--- config.mk ---
export PLATFORM = sky130hd
export DESIGN_NAME = iss_top
export DESIGN_NICKNAME = d
export VERILOG_FILES = /design/src/design/iss_pkg.sv /design/src/design/iss_sync.sv /design/src/design/iss_ramp.sv /design/src/design/iss_top.sv
export VERILOG_INCLUDE_DIRS = /design/src /design/src/design
export SDC_FILE = /design/constraint.sdc
export NUM_CORES = 1
export LEC_CHECK = 0
export BUFFER_PORTS_ARGS = -buffer_cell sky130_fd_sc_hd__buf_2
export CAP_MARGIN = 20
export CELL_PAD_IN_SITES_DETAIL_PLACEMENT = 2
export CELL_PAD_IN_SITES_GLOBAL_PLACEMENT = 2
export CORE_MARGIN = 2
export CORE_UTILIZATION = 40
export CTS_CLUSTER_SIZE = 28
export DETAILED_ROUTE_END_ITERATION = 10
export PLACE_DENSITY = 0.9
export SLEW_MARGIN = 10
export SYNTH_ARGS = -nofsm -noshare
export SYNTH_HDL_FRONTEND = slang
export SYNTH_SLANG_ARGS = --single-unit
--- constraint.sdc ---
create_clock -name aclk -period 16.42 [get_ports aclk]
set_clock_uncertainty 0.2 [all_clocks]
set_input_delay 3.284 -clock aclk [delete_from_list [all_inputs] [get_ports aclk]]
set_output_delay 3.284 -clock aclk [all_outputs]
set_load 0.01 [all_outputs]
--- src/design/iss_map.svh ---
// Purpose: Register map, field positions, reset values and timing counts
// Assumes: 125 MHz aclk, AXI4-Lite word access
// Notes: Speeds are r/min, times are ms
// How it works
// - Feature bit enables the three select inputs
// - Select pair chooses preset one, two, three
// - Direction input off forward, on reverse
// - No select: decelerate, then enter hold state
// - Never applied under torque control
// - Two-bit stop mode decoded from setup one
// - Servo-lock holds zero command, position loop off
// - Position-lock engages below lock speed threshold
// - Internal-only modes ignore analog speed command
// - Combined modes accept analog when selects off
// - Analog followed at once, no lock wait
// - Accel time 0 to 10000 ms, default 0
// - Decel time 0 to 10000 ms, default 0
// - Ramp time scales with speed, constant slope
// - Ramp applies to presets and analog command
// - Three presets, defaults 100, 200, 300
// - Lock speed threshold, default 10 r/min
`ifndef ISS_MAP_SVH
`define ISS_MAP_SVH
`define ISS_OFS_SETUP_ONE 6'h00
`define ISS_OFS_SETUP_TWO 6'h04
`define ISS_OFS_ACCEL 6'h08
`define ISS_OFS_DECEL 6'h0C
`define ISS_OFS_LOCK_SPD 6'h10
`define ISS_OFS_PRESET_ONE 6'h14
`define ISS_OFS_PRESET_TWO 6'h18
`define ISS_OFS_PRESET_THREE 6'h1C
`define ISS_OFS_STATUS 6'h20
`define ISS_OFS_SPEED_CMD 6'h24
`define ISS_RST_SETUP 16'h0000
`define ISS_RST_TIME 16'h0000
`define ISS_RST_LOCK_SPD 16'h000A
`define ISS_RST_PRESET_ONE 16'h0064
`define ISS_RST_PRESET_TWO 16'h00C8
`define ISS_RST_PRESET_THREE 16'h012C
`define ISS_BIT_TORQUE_MODE 0
`define ISS_BIT_STOP_LOCK 10
`define ISS_BIT_STOP_COMBINED 11
`define ISS_BIT_FEATURE_EN 2
`define ISS_MAX_RPM 16'h1194
`define ISS_MAX_TIME_MS 16'h2710
`define ISS_CLK_PERIOD_NS 8
`define ISS_MS_NS 1000000
`define ISS_CYC_PER_MS (`ISS_MS_NS / `ISS_CLK_PERIOD_NS)
`endif

--- src/design/iss_pkg.sv ---
// Purpose: Types shared by the speed select and ramp logic
// Assumes: Nothing beyond SystemVerilog
// Notes: Speeds are signed r/min
`default_nettype none
package iss_pkg;
    typedef enum logic [5:0] {
        ST_OFF = 6'h01,
        ST_RUN = 6'h02,
        ST_STOP = 6'h04,
        ST_SLOCK = 6'h08,
        ST_PLOCK = 6'h10,
        ST_ANALOG = 6'h20
    } iss_state_t;

    typedef struct packed {
        logic dir;
        logic sel_two;
        logic sel_one;
    } iss_sel_t;

    function automatic logic [15:0] iss_abs(input logic signed [15:0] v);
        iss_abs = v[15] ? 16'(-v) : 16'(v);
    endfunction
endpackage
`default_nettype wire

--- src/design/iss_sync.sv ---
// Purpose: Two-stage synchroniser for the pin inputs
// Assumes: Inputs are asynchronous levels
// Notes: First stage feeds only the second
`default_nettype none
module iss_sync #(
    parameter int W = 3
) (
    input wire logic aclk,
    input wire logic aresetn,
    input wire logic [W-1:0] d,
    output var logic [W-1:0] q
);
    logic [W-1:0] meta_reg;

    for (genvar i = 0; i < W; i++) begin : g_bit
        always_ff @(posedge aclk) begin
            if (!aresetn) begin
                meta_reg[i] <= 1'b0;
                q[i] <= 1'b0;
            end else begin
                meta_reg[i] <= d[i];
                q[i] <= meta_reg[i];
            end
        end
    end
endmodule
`default_nettype wire

--- src/design/iss_ramp.sv ---
// Purpose: Soft-start ramp toward a signed speed target
// Assumes: Times in ms, speeds in r/min
// Notes: Bresenham pacing, one r/min step per tick
`default_nettype none
`include "iss_map.svh"
module iss_ramp #(
    parameter int CYC_PER_MS = `ISS_CYC_PER_MS
) (
    input wire logic aclk,
    input wire logic aresetn,
    input wire logic signed [15:0] target,
    input wire logic [15:0] accel_ms,
    input wire logic [15:0] decel_ms,
    output var logic signed [15:0] cmd_reg
);
    logic [31:0] acc_reg;
    logic toward_zero;
    logic [15:0] time_ms;
    logic [31:0] thr;
    logic [31:0] acc_sum;

    always_comb begin
        toward_zero = (cmd_reg != 16'sh0000) && ((target[15] != cmd_reg[15])
            || (iss_pkg::iss_abs(target) < iss_pkg::iss_abs(cmd_reg)));
        time_ms = toward_zero ? decel_ms : accel_ms;
        // Full scale over the set time keeps the slope fixed
        thr = 32'(time_ms) * 32'(CYC_PER_MS);
        acc_sum = acc_reg + 32'(`ISS_MAX_RPM);
    end

    always_ff @(posedge aclk) begin
        if (!aresetn) begin
            cmd_reg <= 16'sh0000;
            acc_reg <= 32'h0000_0000;
        end else if (cmd_reg == target || time_ms == 16'h0000) begin
            cmd_reg <= target;
            acc_reg <= 32'h0000_0000;
        end else if (acc_sum >= thr) begin
            // One step per tick toward the target
            acc_reg <= acc_sum - thr;
            cmd_reg <= (target > cmd_reg) ? cmd_reg + 16'sh0001 : cmd_reg - 16'sh0001;
        end else begin
            acc_reg <= acc_sum;
        end
    end
endmodule
`default_nettype wire

--- src/design/iss_top.sv ---
// Purpose: Internal speed select with soft start and stop hold
// Assumes: Analog command and motor speed come from aclk logic
// Notes: Pins pass a two-stage synchroniser, delay far below 6 ms
//
// Local design decisions: the AXI4-Lite register port and the address map.
`default_nettype none
`include "iss_map.svh"
module iss_top #(
    parameter int CYC_PER_MS = `ISS_CYC_PER_MS
) (
    input wire logic aclk,
    input wire logic aresetn,
    input wire logic [5:0] s_axil_awaddr,
    input wire logic [2:0] s_axil_awprot,
    input wire logic s_axil_awvalid,
    output var logic s_axil_awready,
    input wire logic [31:0] s_axil_wdata,
    input wire logic [3:0] s_axil_wstrb,
    input wire logic s_axil_wvalid,
    output var logic s_axil_wready,
    output var logic [1:0] s_axil_bresp,
    output var logic s_axil_bvalid,
    input wire logic s_axil_bready,
    input wire logic [5:0] s_axil_araddr,
    input wire logic [2:0] s_axil_arprot,
    input wire logic s_axil_arvalid,
    output var logic s_axil_arready,
    output var logic [31:0] s_axil_rdata,
    output var logic [1:0] s_axil_rresp,
    output var logic s_axil_rvalid,
    input wire logic s_axil_rready,
    input wire logic select_one_input_pin,
    input wire logic select_two_input_pin,
    input wire logic direction_input_pin,
    input wire logic signed [15:0] analog_speed_cmd,
    input wire logic signed [15:0] motor_speed,
    output var logic signed [15:0] speed_cmd,
    output var logic servo_lock,
    output var logic position_lock,
    output var logic position_loop_en,
    output var logic analog_accepted
);
    localparam logic [15:0] RST_VAL [0:7] = '{
        `ISS_RST_SETUP, `ISS_RST_SETUP, `ISS_RST_TIME, `ISS_RST_TIME,
        `ISS_RST_LOCK_SPD, `ISS_RST_PRESET_ONE, `ISS_RST_PRESET_TWO,
        `ISS_RST_PRESET_THREE
    };

    logic [15:0] cfg_reg [0:7];
    iss_pkg::iss_sel_t sel;
    iss_pkg::iss_state_t state_reg;
    iss_pkg::iss_state_t state_next;
    logic signed [15:0] target_reg;
    logic signed [15:0] target_next;
    logic signed [15:0] ramp_cmd;

    logic aw_full_reg;
    logic w_full_reg;
    logic [5:0] awaddr_reg;
    logic [31:0] wdata_reg;
    logic [3:0] wstrb_reg;
    logic aw_take;
    logic w_take;
    logic do_write;
    logic aw_full_next;
    logic w_full_next;
    logic bvalid_next;
    logic ar_take;
    logic rvalid_next;
    logic [31:0] rd_data;
    logic rd_ok;

    // Synchronise the three select pins before anything reads them
    iss_sync #(
        .W(3)
    ) u_sync (
        .aclk(aclk),
        .aresetn(aresetn),
        .d({direction_input_pin, select_two_input_pin, select_one_input_pin}),
        .q(sel)
    );

    iss_ramp #(
        .CYC_PER_MS(CYC_PER_MS)
    ) u_ramp (
        .aclk(aclk),
        .aresetn(aresetn),
        .target(target_reg),
        .accel_ms(cfg_reg[2]),
        .decel_ms(cfg_reg[3]),
        .cmd_reg(ramp_cmd)
    );

    // Configuration fields
    logic torque_mode;
    logic stop_combined;
    logic stop_poslock;
    logic feature_on;
    logic sel_none;
    logic below_lock;
    logic analog_small;
    logic [15:0] preset;

    always_comb begin
        torque_mode = cfg_reg[0][`ISS_BIT_TORQUE_MODE];
        // Bit b picks combined, bit A picks position-lock
        stop_combined = cfg_reg[0][`ISS_BIT_STOP_COMBINED];
        stop_poslock = cfg_reg[0][`ISS_BIT_STOP_LOCK];
        // Speed control only, never torque control
        feature_on = cfg_reg[1][`ISS_BIT_FEATURE_EN] && !torque_mode;
        sel_none = !sel.sel_one && !sel.sel_two;
        // Threshold compares against the motor's own speed and the analog command
        below_lock = iss_pkg::iss_abs(motor_speed) < cfg_reg[4];
        analog_small = iss_pkg::iss_abs(analog_speed_cmd) <= cfg_reg[4];
        // Off/on picks one, on/on two, on/off three
        unique case ({sel.sel_one, sel.sel_two})
            2'b01: preset = cfg_reg[5];
            2'b11: preset = cfg_reg[6];
            default: preset = cfg_reg[7];
        endcase
    end

    // Mode sequencing
    always_comb begin
        state_next = state_reg;
        if (!feature_on) begin
            state_next = iss_pkg::ST_OFF;
        end else if (!sel_none) begin
            state_next = iss_pkg::ST_RUN;
        end else if (stop_combined) begin
            // Analog taken as soon as the selects read off
            unique case (state_reg)
                iss_pkg::ST_PLOCK: begin
                    if (!stop_poslock || !analog_small) begin
                        state_next = iss_pkg::ST_ANALOG;
                    end
                end
                iss_pkg::ST_ANALOG: begin
                    if (stop_poslock && below_lock && analog_small) begin
                        state_next = iss_pkg::ST_PLOCK;
                    end
                end
                default: state_next = iss_pkg::ST_ANALOG;
            endcase
        end else begin
            unique case (state_reg)
                iss_pkg::ST_SLOCK: begin
                    if (stop_poslock) begin
                        state_next = iss_pkg::ST_STOP;
                    end
                end
                iss_pkg::ST_PLOCK: begin
                    if (!stop_poslock) begin
                        state_next = iss_pkg::ST_STOP;
                    end
                end
                iss_pkg::ST_STOP: begin
                    // Servo-lock only after the decel ramp reaches zero; position-lock once the motor is below lock speed
                    if (stop_poslock && below_lock) begin
                        state_next = iss_pkg::ST_PLOCK;
                    end else if (!stop_poslock && ramp_cmd == 16'sh0000) begin
                        state_next = iss_pkg::ST_SLOCK;
                    end
                end
                default: state_next = iss_pkg::ST_STOP;
            endcase
        end
    end

    // Ramp target per mode
    always_comb begin
        unique case (state_next)
            iss_pkg::ST_OFF: begin
                // Plain speed control still ramps the analog input
                target_next = torque_mode ? 16'sh0000 : analog_speed_cmd;
            end
            iss_pkg::ST_RUN: begin
                // Direction on means reverse
                target_next = sel.dir ? -$signed(preset) : $signed(preset);
            end
            iss_pkg::ST_ANALOG: target_next = analog_speed_cmd;
            // Internal-only stops never look at the analog input
            default: target_next = 16'sh0000;
        endcase
    end

    always_ff @(posedge aclk) begin
        if (!aresetn) begin
            state_reg <= iss_pkg::ST_OFF;
            target_reg <= 16'sh0000;
        end else begin
            state_reg <= state_next;
            target_reg <= target_next;
        end
    end

    always_ff @(posedge aclk) begin
        if (!aresetn) begin
            speed_cmd <= 16'sh0000;
            servo_lock <= 1'b0;
            position_lock <= 1'b0;
            position_loop_en <= 1'b0;
            analog_accepted <= 1'b0;
        end else begin
            // Zero command and no position loop in servo-lock
            speed_cmd <= (state_reg == iss_pkg::ST_SLOCK) ? 16'sh0000 : ramp_cmd;
            servo_lock <= state_next == iss_pkg::ST_SLOCK;
            position_lock <= state_next == iss_pkg::ST_PLOCK;
            position_loop_en <= state_next == iss_pkg::ST_PLOCK;
            analog_accepted <= state_next == iss_pkg::ST_ANALOG
                || state_next == iss_pkg::ST_OFF;
        end
    end

    // AXI4-Lite write path: address and data taken in either order
    always_comb begin
        aw_take = s_axil_awvalid && s_axil_awready;
        w_take = s_axil_wvalid && s_axil_wready;
        do_write = aw_full_reg && w_full_reg && !s_axil_bvalid;
        aw_full_next = (aw_full_reg && !do_write) || aw_take;
        w_full_next = (w_full_reg && !do_write) || w_take;
        bvalid_next = do_write || (s_axil_bvalid && !s_axil_bready);
    end

    always_ff @(posedge aclk) begin
        if (!aresetn) begin
            aw_full_reg <= 1'b0;
            w_full_reg <= 1'b0;
            awaddr_reg <= 6'h00;
            wdata_reg <= 32'h0000_0000;
            wstrb_reg <= 4'h0;
            s_axil_awready <= 1'b0;
            s_axil_wready <= 1'b0;
            s_axil_bvalid <= 1'b0;
            s_axil_bresp <= 2'b00;
        end else begin
            if (aw_take) begin
                awaddr_reg <= s_axil_awaddr;
            end
            if (w_take) begin
                wdata_reg <= s_axil_wdata;
                wstrb_reg <= s_axil_wstrb;
            end
            aw_full_reg <= aw_full_next;
            w_full_reg <= w_full_next;
            s_axil_awready <= !aw_full_next && !bvalid_next;
            s_axil_wready <= !w_full_next && !bvalid_next;
            s_axil_bvalid <= bvalid_next;
            if (do_write) begin
                // Status words are read-only, so writes there are refused too
                s_axil_bresp <= (awaddr_reg < `ISS_OFS_STATUS) ? 2'b00 : 2'b10;
            end
        end
    end

    // Range-limited register storage; out-of-range writes saturate
    function automatic logic [15:0] clamp(input logic [15:0] v, input logic [15:0] lim);
        clamp = (v > lim) ? lim : v;
    endfunction

    logic [15:0] wr_val;
    logic [2:0] wr_idx;

    always_comb begin
        wr_idx = awaddr_reg[4:2];
        wr_val = cfg_reg[wr_idx];
        if (wstrb_reg[0]) begin
            wr_val[7:0] = wdata_reg[7:0];
        end
        if (wstrb_reg[1]) begin
            wr_val[15:8] = wdata_reg[15:8];
        end
    end

    always_ff @(posedge aclk) begin
        if (!aresetn) begin
            for (int i = 0; i < 8; i++) begin
                cfg_reg[i] <= RST_VAL[i];
            end
        end else if (do_write && awaddr_reg < `ISS_OFS_STATUS) begin
            unique case (wr_idx)
                3'h0, 3'h1: cfg_reg[wr_idx] <= wr_val;
                // Times capped at 10000 ms
                3'h2, 3'h3: cfg_reg[wr_idx] <= clamp(wr_val, `ISS_MAX_TIME_MS);
                // Speeds capped at 4500 r/min
                default: cfg_reg[wr_idx] <= clamp(wr_val, `ISS_MAX_RPM);
            endcase
        end
    end

    // AXI4-Lite read path, one word per request
    always_comb begin
        ar_take = s_axil_arvalid && s_axil_arready;
        rvalid_next = ar_take || (s_axil_rvalid && !s_axil_rready);
        rd_ok = 1'b1;
        rd_data = 32'h0000_0000;
        if (s_axil_araddr < `ISS_OFS_STATUS) begin
            rd_data = {16'h0000, cfg_reg[s_axil_araddr[4:2]]};
        end else if (s_axil_araddr == `ISS_OFS_STATUS) begin
            rd_data = {23'h000000, state_reg, sel};
        end else if (s_axil_araddr == `ISS_OFS_SPEED_CMD) begin
            rd_data = {16'h0000, ramp_cmd};
        end else begin
            rd_ok = 1'b0;
        end
    end

    always_ff @(posedge aclk) begin
        if (!aresetn) begin
            s_axil_arready <= 1'b0;
            s_axil_rvalid <= 1'b0;
            s_axil_rdata <= 32'h0000_0000;
            s_axil_rresp <= 2'b00;
        end else begin
            s_axil_arready <= !rvalid_next;
            s_axil_rvalid <= rvalid_next;
            if (ar_take) begin
                s_axil_rdata <= rd_data;
                s_axil_rresp <= rd_ok ? 2'b00 : 2'b10;
            end
        end
    end

    // Unused protection bits and upper write data and strobe bits
    logic unused_ok;
    assign unused_ok = ^{s_axil_awprot, s_axil_arprot, wdata_reg[31:16], wstrb_reg[3:2]};
endmodule
`default_nettype wire

==> results.md <==
* Pre-CTS worst setup slack at 2.40 ns
* RR Endpoint: u_ramp.acc_reg[31]
* Worst R2R Setup Slack at 1.74 ns
* DR pass1 iterations at 8
* Num Clock Sinks at 271
* Vias in the first global route at 22400
* Clock tree from TritonCTS: yes
* R2R cell count at 45
* Worst slew margin at 0.254
* GP Congestion at 0.867
* DRT Wirelength at 98700 um
* Primary FF master, synth: dfxtp_1
* Worst Setup End Kind: flop
* Clock transition at path regs at 0.07 ns
* WL/cell at 31.7 um
* Clock root buffer: clkbuf_16
* Post-synth EDFFs at 128
* Largest net degree at the start of global routing at 96
* Final setup vio count at 0
* Cts hold-fix bufs at 0
* Worst Hold Class: reg -> reg
* Setup bufs post-CTS at 0
* Total Routing Usage GR at 0.348
* Top cell type by total area after synthesis: edfxtp_1
* Yosys reg bits at 271
* IO Count at 157
* Crit path launch type: flop
* CORE AREA at 0.0538 mm^2
* Final design utilization at 0.450
* Max-cap viol count at 0
* Avg Inst Size Synth at 9.50 um^2
* Initial antenna violation count at 8
* Mapped Area at 0.0218 mm^2
* Hold_sp: wdata_reg[12]
* Worst r2r src: target_reg[1]
* Slew @ Worst Pin at 1.11 ns
* Gate Count Post-Synth at 2295
* Hold endpoint: wdata_reg[12]
* CP Class: reg -> reg
* Unrepaired setup endpoints after global routing: false
* Initial Util at 0.405
* CTS resizes at 0
* Synth top area share at 0.176
* Slowest CP cell: a2111oi_4
* Share of cells above drive strength 1 at 0.116
* Status: finished clean
* Crit share post-route at 0.894
* Total Nets Final at 2756
* Minimum clock period at 14.68 ns
* Max reg flops at 128
* Total CTS buffers at 35
* Achievable frequency at 0.0681 GHz
* Die area at 0.0564 mm^2
* Via count at 20300
* Ranking of synthesized cells by area: edfxtp_1, dfxtp_1, ha_1
* Most used cell along the critical path: ha_1
* Syn-to-layout area delta at 11.1%
* Worst-case clock buffer depth at 3
* Synth cell types at 78
* Synth Warn # at 0
* Post-route ant nets at 0
* DRC viols at 0
* Hpwl dp at 65900 um
* Gr ovfl total at 0
* DIE WIDTH at 238 um
* Synth async-reset ratio at 0
* Hold Path Depth at 2
* Height of the chip at 238 um
* Max Slew Vio Count at 0
* Crit path DAT at 14.96 ns
* Clock insertion delay at the later pin of the skew report at 0.58 ns
* Setup TNS at 0 ns
* DR vias/cell at 6.52
* Final hold vios at 0
* Final WS setup at 1.74 ns
* Seq/Total Area, Yosys at 0.307
* First-pass GRT wire length at 148000 um
* PortBufs at 112
* DRT iter0 DRCs at 1939
* H-tree lvl count at 2
* Final Hold Slack at 0.273 ns
* FP Rows at 85
* Peak fanout along the critical path at 44
* CP max stage delay at 0.85 ns
* Worst EP required at 16.70 ns
==> cells in the final DEF (no fill, tap or decap), types with 21 or more instances in the layout <==
cell type / count
nand2_1: 214
nand3_1: 44
a21boi_0: 29
edfxtp_1: 128
mux2i_1: 90
fa_1: 51
inv_1: 155
mux4_2: 64
nor2b_1: 24
conb_1: 34
or3_1: 24
buf_4: 21
nand4_1: 21
buf_2: 113
a21oi_1: 119
ha_1: 218
nor3_1: 26
a21o_1: 33
nor2_1: 206
clkbuf_16: 36
xnor2_1: 128
dfxtp_1: 142
nand2b_1: 32
xor2_1: 41
and3_1: 30
o21ai_0: 112
==> metal layers <==
| metal | vias up | track usage | routed length, um | part of all wire |
|---|---|---|---|---|
| met5 | - | 0 | 76 | 0.00077 |
| met4 | 12 | 0.242 | 7910 | 0.080 |
| met3 | 456 | 0.0789 | 8010 | 0.081 |
| met2 | 1206 | 0.585 | 46600 | 0.47 |
| met1 | 10200 | 0.394 | 36200 | 0.37 |
| li1 | 8406 | - | - | - |
==> logic make-up (layout without fill, tap and decap cells) <==
kind of cell    after synthesis  count (layout)  synth area share
mux                         159             159             0.111
compound gates              478             478             0.146
buf+inv                     271             360            0.0510
other cells                   1              36          0.000172
fa+ha+maj                   269             269             0.172
xor+xnor                    169             169            0.0679
simple gates                677             677             0.145
flops                       271             271             0.307
==> critical path, delay by kind of cell (launching register included) <==
kind / cells / cell delay, ns
compound gates: 10 / 3.42
xor+xnor: 3 / 0.74
fa+ha+maj: 9 / 3.60
buf+inv: 6 / 1.32
flops: 1 / 0.38
mux: 1 / 0.63
simple gates: 16 / 4.21
==> cells in the mapped netlist, types with 10 or more instances <==
| library cell | n |
|---|---|
| a211oi_1 | 10 |
| a21boi_0 | 29 |
| a21o_1 | 33 |
| a21oi_1 | 119 |
| a22oi_1 | 15 |
| and2_1 | 17 |
| and3_1 | 30 |
| buf_2 | 10 |
| buf_4 | 22 |
| clkbuf_1 | 73 |
| dfxtp_1 | 143 |
| edfxtp_1 | 128 |
| fa_1 | 51 |
| ha_1 | 218 |
| inv_1 | 155 |
| mux2i_1 | 90 |
| mux4_2 | 64 |
| nand2_1 | 214 |
| nand2b_1 | 32 |
| nand3_1 | 44 |
| nand4_1 | 21 |
| nor2_1 | 207 |
| nor2b_1 | 24 |
| nor3_1 | 26 |
| o211a_1 | 20 |
| o211ai_1 | 13 |
| o21a_1 | 20 |
| o21ai_0 | 112 |
| o21bai_1 | 11 |
| o221ai_1 | 10 |
| o31ai_1 | 19 |
| or3_1 | 24 |
| xnor2_1 | 128 |
| xor2_1 | 41 |
==> worst max-delay path by stage <==
stage,start,endpoint,cells past startpoint
3_3_place_gp,target_reg[1],u_ramp.acc_reg[28],46
6_report,target_reg[1],u_ramp.acc_reg[31],45
2_1_floorplan,target_reg[0],u_ramp.acc_reg[30],46
4_1_cts,target_reg[1],u_ramp.acc_reg[31],44
5_1_grt,target_reg[1],u_ramp.acc_reg[31],51
3_5_place_dp,target_reg[1],u_ramp.acc_reg[26],44
==> final cells by class <==
cell class	count	area [um^2]
inverters	157	589
flip-flops and latches	271	6710
clock buffers	45	985
diodes	2	5.00
well taps	696	871
repair buffers	140	792
clock inverters	18	164
fillers	5720	29600
multi-input cells	1786	14100
==> per-stage QoR <==
stage               cells  instance area, um^2
finish               3115                24200
global route         3113                24200
CTS                  3107                24200
detailed placement   3044                23000
global placement     3041                23000
floorplan            2328                21900
Power is left out: the tool's default activity adds up to more than one toggle a clock period on the data nets, which glitch-free logic cannot reach.
